===== src/logic/cmd_status_pkg.sv =====
// Constants and carrier types for the bridge command and status registers
package cmd_status_pkg;
   // ----------------------------------------
   // Offsets and reset values
   // ----------------------------------------
   localparam logic [7:0] CMD_OFFSET = 8'h04;
   localparam logic [7:0] STS_OFFSET = 8'h06;
   localparam logic [15:0] CMD_RESET = 16'h0000;
   localparam logic [15:0] STS_RESET = 16'h0010;
   // Writable command bits: 8, 6, 4, 2, 1, 0
   localparam logic [15:0] CMD_WMASK = 16'h0157;
   // ----------------------------------------
   // Field positions
   // ----------------------------------------
   localparam int ERR_FWD_BIT = 8;
   localparam int PAR_RESP_BIT = 6;
   localparam int WR_INV_BIT = 4;
   localparam int MASTER_BIT = 2;
   localparam int MEM_BIT = 1;
   localparam int IO_BIT = 0;
   localparam int DET_PAR_BIT = 15;
   localparam int SIG_ERR_BIT = 14;
   localparam int MPAR_BIT = 8;
   // Status bits that are sticky and cleared by writing one
   localparam logic [15:0] STS_W1C_MASK = 16'hC100;

   // ----------------------------------------
   // Carriers
   // ----------------------------------------
   typedef struct packed {
      logic wrEn;
      logic rdEn;
      logic [7:0] addr;
      logic [1:0] byteEn;
      logic [15:0] wrData;
   } cfg_req_t;

   typedef struct packed {
      logic downMemReq;
      logic downIoReq;
      logic downMemWrite;
      logic poisonedRx;
      logic poisonedCpl;
      logic poisonedWrite;
      logic secSerr;
      logic secMemIoReq;
      logic upReq;
   } bridge_evt_t;

   typedef struct packed {
      logic memForward;
      logic memUnsupported;
      logic ioForward;
      logic ioUnsupported;
      logic useWriteInvalidate;
      logic forcedBadParity;
      logic claimSecondary;
      logic upReqGrant;
      logic errMsgSend;
      logic specialClaim;
   } bridge_ctl_t;
endpackage


===== src/logic/status_flags.sv =====
// Sticky status flags with write-one-to-clear
`timescale 1ns/100ps
module status_flags
   import cmd_status_pkg::*;
#(
   parameter int WIDTH = 16
) (
   input wire logic sys_clk,
   input wire logic reset,
   input wire logic [WIDTH-1:0] setBits,
   input wire logic [WIDTH-1:0] clearBits,
   output logic [WIDTH-1:0] flags
);
   // Set wins over a clear in the same cycle so no event is lost
   wire logic [WIDTH-1:0] next_flags = (flags & ~clearBits) | setBits;

   always_ff @(posedge sys_clk) begin
      if (reset) begin
         flags <= '0;
      end else begin
         flags <= next_flags;
      end
   end
endmodule


===== src/logic/bridge_command_status_regs.sv =====
// Primary command and status registers of the bridge with their gating
//
// Function
// - Command bits 15 to 11 are reserved and read zero.
// - Interrupt disable bit is read-only zero; bridge raises no interrupts.
// - Fast back-to-back enable always reads zero.
// - Error forward enable is read/write, reset zero, gates error messages.
// - Stepping control bit is hardwired zero.
// - Parity response enable, reset zero, gates master parity flag on poison.
// - Poisoned data goes to PCI with bad parity regardless of enable.
// - Palette snoop enable always reads zero.
// - Write-invalidate enable promotes downstream memory writes when set and memory decode is set.
// - Special cycle enable reads zero; special cycles never claimed.
// - Bus master enable set allows upstream requests and secondary forwarding.
// - Bus master enable clear blocks upstream requests and secondary claims.
// - Memory decode clear answers memory requests unsupported; set forwards.
// - I/O decode clear answers I/O requests unsupported; set forwards.
// - Status register at 06h resets to 0010h.
// - Command register at 04h resets to zero.
// - Status bit 8 sets on poisoned completion or write when enabled.
// - Status bit 14 sets when error message sent while forwarding enabled.
`timescale 1ns/100ps
module bridge_command_status_regs
   import cmd_status_pkg::*;
(
   input wire logic sys_clk,
   input wire logic reset,
   input wire cfg_req_t cfgReq,
   output logic [15:0] cfgRdData,
   output logic cfgRdValid,
   input wire bridge_evt_t evt,
   output bridge_ctl_t ctl,
   output logic [15:0] primary_command,
   output logic [15:0] primary_status
);
   // ----------------------------------------
   // Address decode
   // ----------------------------------------
   logic [15:0] cmdReg;
   logic [15:0] stickyFlags;
   wire logic cmdHit = cfgReq.addr == CMD_OFFSET;
   wire logic stsHit = cfgReq.addr == STS_OFFSET;
   wire logic [15:0] laneMask = {{8{cfgReq.byteEn[1]}}, {8{cfgReq.byteEn[0]}}};
   wire logic cmdWrite = cfgReq.wrEn && cmdHit;
   wire logic stsWrite = cfgReq.wrEn && stsHit;

   // ----------------------------------------
   // Command register
   // ----------------------------------------
   // Only writable bits change; the rest stay zero without any error
   wire logic [15:0] cmdWrMask = CMD_WMASK & laneMask;
   wire logic [15:0] next_cmdReg = (cmdReg & ~cmdWrMask) | (cfgReq.wrData & cmdWrMask);

   always_ff @(posedge sys_clk) begin
      if (reset) begin
         cmdReg <= CMD_RESET;
      end else if (cmdWrite) begin
         cmdReg <= next_cmdReg;
      end
   end

   // Bits 15:11, 10, 9, 7, 5, 3 are masked out of the stored value
   assign primary_command = cmdReg & CMD_WMASK;

   wire logic errFwd = cmdReg[ERR_FWD_BIT];
   wire logic parResp = cmdReg[PAR_RESP_BIT];
   wire logic wrInv = cmdReg[WR_INV_BIT];
   wire logic master = cmdReg[MASTER_BIT];
   wire logic memDec = cmdReg[MEM_BIT];
   wire logic ioDec = cmdReg[IO_BIT];

   // ----------------------------------------
   // Status register
   // ----------------------------------------
   wire logic errMsg = evt.secSerr && errFwd;
   wire logic [15:0] setBits = ({15'h0000, 1'b0} |
      (16'(evt.poisonedRx) << DET_PAR_BIT) |
      (16'(errMsg) << SIG_ERR_BIT) |
      (16'(parResp && (evt.poisonedCpl || evt.poisonedWrite)) << MPAR_BIT));
   wire logic [15:0] clearBits = stsWrite ? (cfgReq.wrData & laneMask & STS_W1C_MASK)
                                          : 16'h0000;

   status_flags #(.WIDTH(16)) flagsInst (
      .sys_clk(sys_clk),
      .reset(reset),
      .setBits(setBits),
      .clearBits(clearBits),
      .flags(stickyFlags)
   );

   // Bit 4 is the hardwired capabilities-list indicator
   assign primary_status = (stickyFlags & STS_W1C_MASK) | STS_RESET;

   // ----------------------------------------
   // Read path
   // ----------------------------------------
   wire logic [15:0] rdMux = cmdHit ? primary_command :
                             stsHit ? primary_status : 16'h0000;

   always_ff @(posedge sys_clk) begin
      if (reset) begin
         cfgRdData <= 16'h0000;
         cfgRdValid <= 1'b0;
      end else begin
         cfgRdData <= cfgReq.rdEn ? rdMux : 16'h0000;
         cfgRdValid <= cfgReq.rdEn;
      end
   end

   // ----------------------------------------
   // Gating toward the link and the secondary bus
   // ----------------------------------------
   assign ctl.memForward = evt.downMemReq && memDec;
   assign ctl.memUnsupported = evt.downMemReq && !memDec;
   assign ctl.ioForward = evt.downIoReq && ioDec;
   assign ctl.ioUnsupported = evt.downIoReq && !ioDec;
   assign ctl.useWriteInvalidate = evt.downMemWrite && memDec && wrInv;
   // Poison always goes down with bad parity; the enable only steers the flag
   assign ctl.forcedBadParity = evt.poisonedRx;
   assign ctl.claimSecondary = evt.secMemIoReq && master;
   assign ctl.upReqGrant = evt.upReq && master;
   assign ctl.errMsgSend = errMsg;
   assign ctl.specialClaim = 1'b0;
endmodule


===== config.mk =====
export PLATFORM = sky130hd
export DESIGN_NAME = bridge_command_status_regs
export DESIGN_NICKNAME = d
export VERILOG_FILES = /design/src/logic/cmd_status_pkg.sv /design/src/logic/status_flags.sv /design/src/logic/bridge_command_status_regs.sv
export SDC_FILE = /design/constraint.sdc
export NUM_CORES = 1
export LEC_CHECK = 0
export BUFFER_PORTS_ARGS = -buffer_cell sky130_fd_sc_hd__buf_4
export CORE_ASPECT_RATIO = 2
export CORE_MARGIN = 5
export CORE_UTILIZATION = 32
export CTS_CLUSTER_DIAMETER = 150
export CTS_CLUSTER_SIZE = 14
export DETAILED_ROUTE_END_ITERATION = 8
export PLACE_DENSITY = 0.71
export SYNTH_ARGS = -nofsm -noshare
export SYNTH_HDL_FRONTEND = slang
export SYNTH_SLANG_ARGS = --single-unit

===== constraint.sdc =====
create_clock -name sys_clk -period 1.8 [get_ports sys_clk]
set_input_delay 0.45 -clock sys_clk [delete_from_list [all_inputs] [get_ports sys_clk]]
set_output_delay 0.45 -clock sys_clk [all_outputs]
set_load 0.1 [all_outputs]

# Word-level counts from Yosys, hierarchy flattened
# Cells that the tools add are included.
# classes
n_addsub	0
n_mul	0
div	0
order_cmp	0
n_eq_ne	2
shift	0
n_mux	3
bitwise	12
reduce_logical	18
# op_table
cell	count
$and A16 B16 Y16	3
$or A16 B16 Y16	2
$mux W9	2
$and A16 B9 Y16	1
$eq A8 B3 Y1 const B	2
$mux W16	1
$not A16 Y16	1
$not A9 Y16	1
$or A16 B15 Y16	1
$or A16 B9 Y16	1
$logic_and A1 B1 Y1	12
$reduce_or A4 Y1	1
$reduce_or A3 Y1	1
$logic_not A1 Y1	2
$not A1 Y1	2
$reduce_or A2 Y1	1
$logic_or A1 B1 Y1	1
# totals
regBits	49
latchBits	0
ramBits	0
rom_bits	0
inputBits	39
out_inout_bits	59
n_memories	0

# Logic depth before layout (Yosys ltp)
# depth
ltp_word	6
mapped_depth	4

# By module
# Synthesis repeated with hierarchy kept, for this count alone.
# unflattened
cells_unflattened	175
area_unflattened_um2	1546.5
# by_module_without_submodules
mod	n_inst	cells_per_inst	area_each_um2	seq_area_each_um2
bridge_command_status_regs	1	109	917.1	300.3
status_flags	1	66	629.4	320.3

# Worst setup path before layout
# OpenSTA, ideal clock, no wires.
# synth_path
kind	flip-flop to output port
start	register (tool-made name)
end	output ctl[8] (netlist name)
arrival_ns	2.147
setup_slack_ns	-0.797
path_stages_with_launch	2
cell_sequence	dfxtp_1 > nor2b_1
# synth_rtl
element	line_no	source
end: declaration	bridge_command_status_regs.sv:32	output bridge_ctl_t ctl,

==> results.cfg <==
[status]
status = completed

[timing]
skew_ns = 0.002361
hold_ws_ns = 0.3848
fmax_mhz = 615.6
post-route-min-period_ns = 1.624
setup_viol = 0
finalSetupTns_ns = 0
grt_setup_unrepaired = no
drv_slew = 0
hold_viol = 0
post-route-period-util_pct = 90.25

[setup_path]
slowest_stage = or4b_4
critPathMaxStageDelay_ns = 0.58
cp_common_cell = buf_4
worstPathCellList = buf_4 -> or4b_4 -> nor4_4 -> buf_4 -> mux2i_1
crit_required_ns = 1.97
cp.buffers_inverters = 2
critPathLaunchType = input pin
path_max_fanout = 6
cp_data_arrival_time_ns = 1.80
path_delay_family = simple AND/OR/NAND/NOR gates
worstSetupEndpointType = register
crit_type = in2reg

[place]
post_dp_cell_area_mm2 = 0.001376
dp_hpwl_um = 1959
post-place-cells = 198
io_buffers = 57
place_congestion = 0.6864

[synth]
ys_top_cells_by_area = dfxtp_1 35%, buf_4 25%, nand2b_1 8.6%, mux2i_1 6.9%, and2_1 4.9%
yosys.cell_types.count = 22
yosysWarnings = 0
synth_top_cell_by_area = dfxtp_1
synthCells = 114
synth_area_mm2 = 0.001021
syn_avg_cell_area_um2 = 8.956
synth_compound_area_share_pct = 3.799
synth.ff_latch_count = 18
yosys.area_share.xor_xnor_pct = 0
seq_area_frac_synth_pct = 35.29
synth_top_area_share_pct = 35.29
synth_simple_gate_area_share_pct = 25.25
synth_top_family_by_area = buffers and inverters
synth_fa_ha_area_share_pct = 0
yosys-mux-area-fraction_pct = 6.863

[floorplanning]
die_area_mm2 = 0.004489
ios = 98
fp.dieW_um = 49.94
fp.dieH_um = 89.88
start_util_pct = 32.72
core_mm2 = 0.003120
std_cell_rows = 29

[global_route]
overflow = 0
grt_start_max_net_pins = 17
grt_antenna_before_repair = 0
grt_use_total_pct = 10.09
grt_pass1_wl_um = 3615
grt_pass1_vias = 865

[clocking]
cts_tree = yes
postCtsResizedCells = 0
clock_path_buffers = 2
htreeDepth = 1
clkSinkCount = 18
post_cts_buffers = 0
path_clk_slew_ns = 0.06
cts_hold_buf = 0
clockRootBuffer = clkbuf_8
insertion_delay_ns = 0.25
cts_made_buffers = 3

[route]
ant_nets = 0
drtIter0Drc = 7
wl_per_cell_um = 11.11
drc = 0
dr.pass1.iters = 2
wl_um = 2244
vias_per_cell = 4.109
vias = 830

[layout]
drive_gt1_share_pct = 45.61
utilization_pct = 45.87
fill_cells = 332
final_cells = 202
final_area_mm2 = 0.001431
fin_nets = 211
final_common_cell = buf_4
diodes = 0
syn2layout_area_growth_pct = 40.20
layout_common_cells = 60 x buf_4, 32 x conb_1, 14 x nand2b_1

[worst_hold_path]
hold_class = in2reg

[pwr]
p_per_area_mw_per_mm2 = 802.5
p_leak_nw = 0.7356
peakVddDrop_uv = 456.8

[run]
cap_viol_max_count = 0
==> metrics by stage <==
step / worst slack, ns / power, mW
after floorplan: -0.01803 / 0.8292
after global placement: -0.05308 / 0.8357
after detailed placement: -0.08981 / 0.8370
after CTS: 0.1708 / 1.160
after global routing: 0.1234 / 1.191
final: 0.1756 / 1.149
==> cell families (layout without fill, tap and decap cells) <==
logic type             Yosys count  in the layout
AO/OA/AOI/OAI                    5              5
AND/OR/NAND/NOR                 40             40
flip-flops                      18             18
multiplexers                     7              7
other                            2             32
buffers and inverters           42             69
==> cells in the mapped netlist <==
library cell	n
nand2_1	1
nor2_1	2
inv_1	5
nor4_1	3
and2_1	8
mux2i_1	7
nand2b_1	14
clkbuf_1	2
buf_4	34
buf_2	1
nor4_4	1
o21ai_0	1
or3_1	1
o21a_1	1
or4b_1	1
dfxtp_1	18
nor2b_1	3
conb_1	2
nor3_1	2
and3_1	3
nand3_1	1
a311oi_1	3
==> metal layers <==
metal	up-vias	global-route usage [%]	wire, um
li1	416	-	-
met1	353	8.830	709
met2	56	19.26	1209
met3	5	1.821	255
met4	0	6.565	70
met5	-	0	0
==> layout make-up <==
class,count,area (um^2),area share (%)
Clock buffer,4,55.05,3.846
Inverter,5,18.77,1.311
Multi-Input combinational cell,84,501.7,35.05
Sequential cell,18,366.6,25.61
Tap cell,31,38.79,2.710
Timing Repair Buffer,60,450.4,31.47
==> worst paths after layout <==
path,startpoint,to,slack (ns),cells after the start
setup / recovery,cfgReq[21],register,0.18,5
hold / removal,cfgReq[15],flagsInst.flags[15],0.38,2
setup reg to reg,register,flagsInst.flags[8],0.86,3
hold reg to reg,register,cfgRdData[2],0.49,1
==> power by group <==
group | internal [mW] | leakage [nW] | switching (mW)
Clock | 0.194 | 0.0288 | 0.126
Sequential | 0.401 | 0.148 | 0.00141
Combinational | 0.0613 | 0.559 | 0.365
Power figures use the tool's default switching activity.
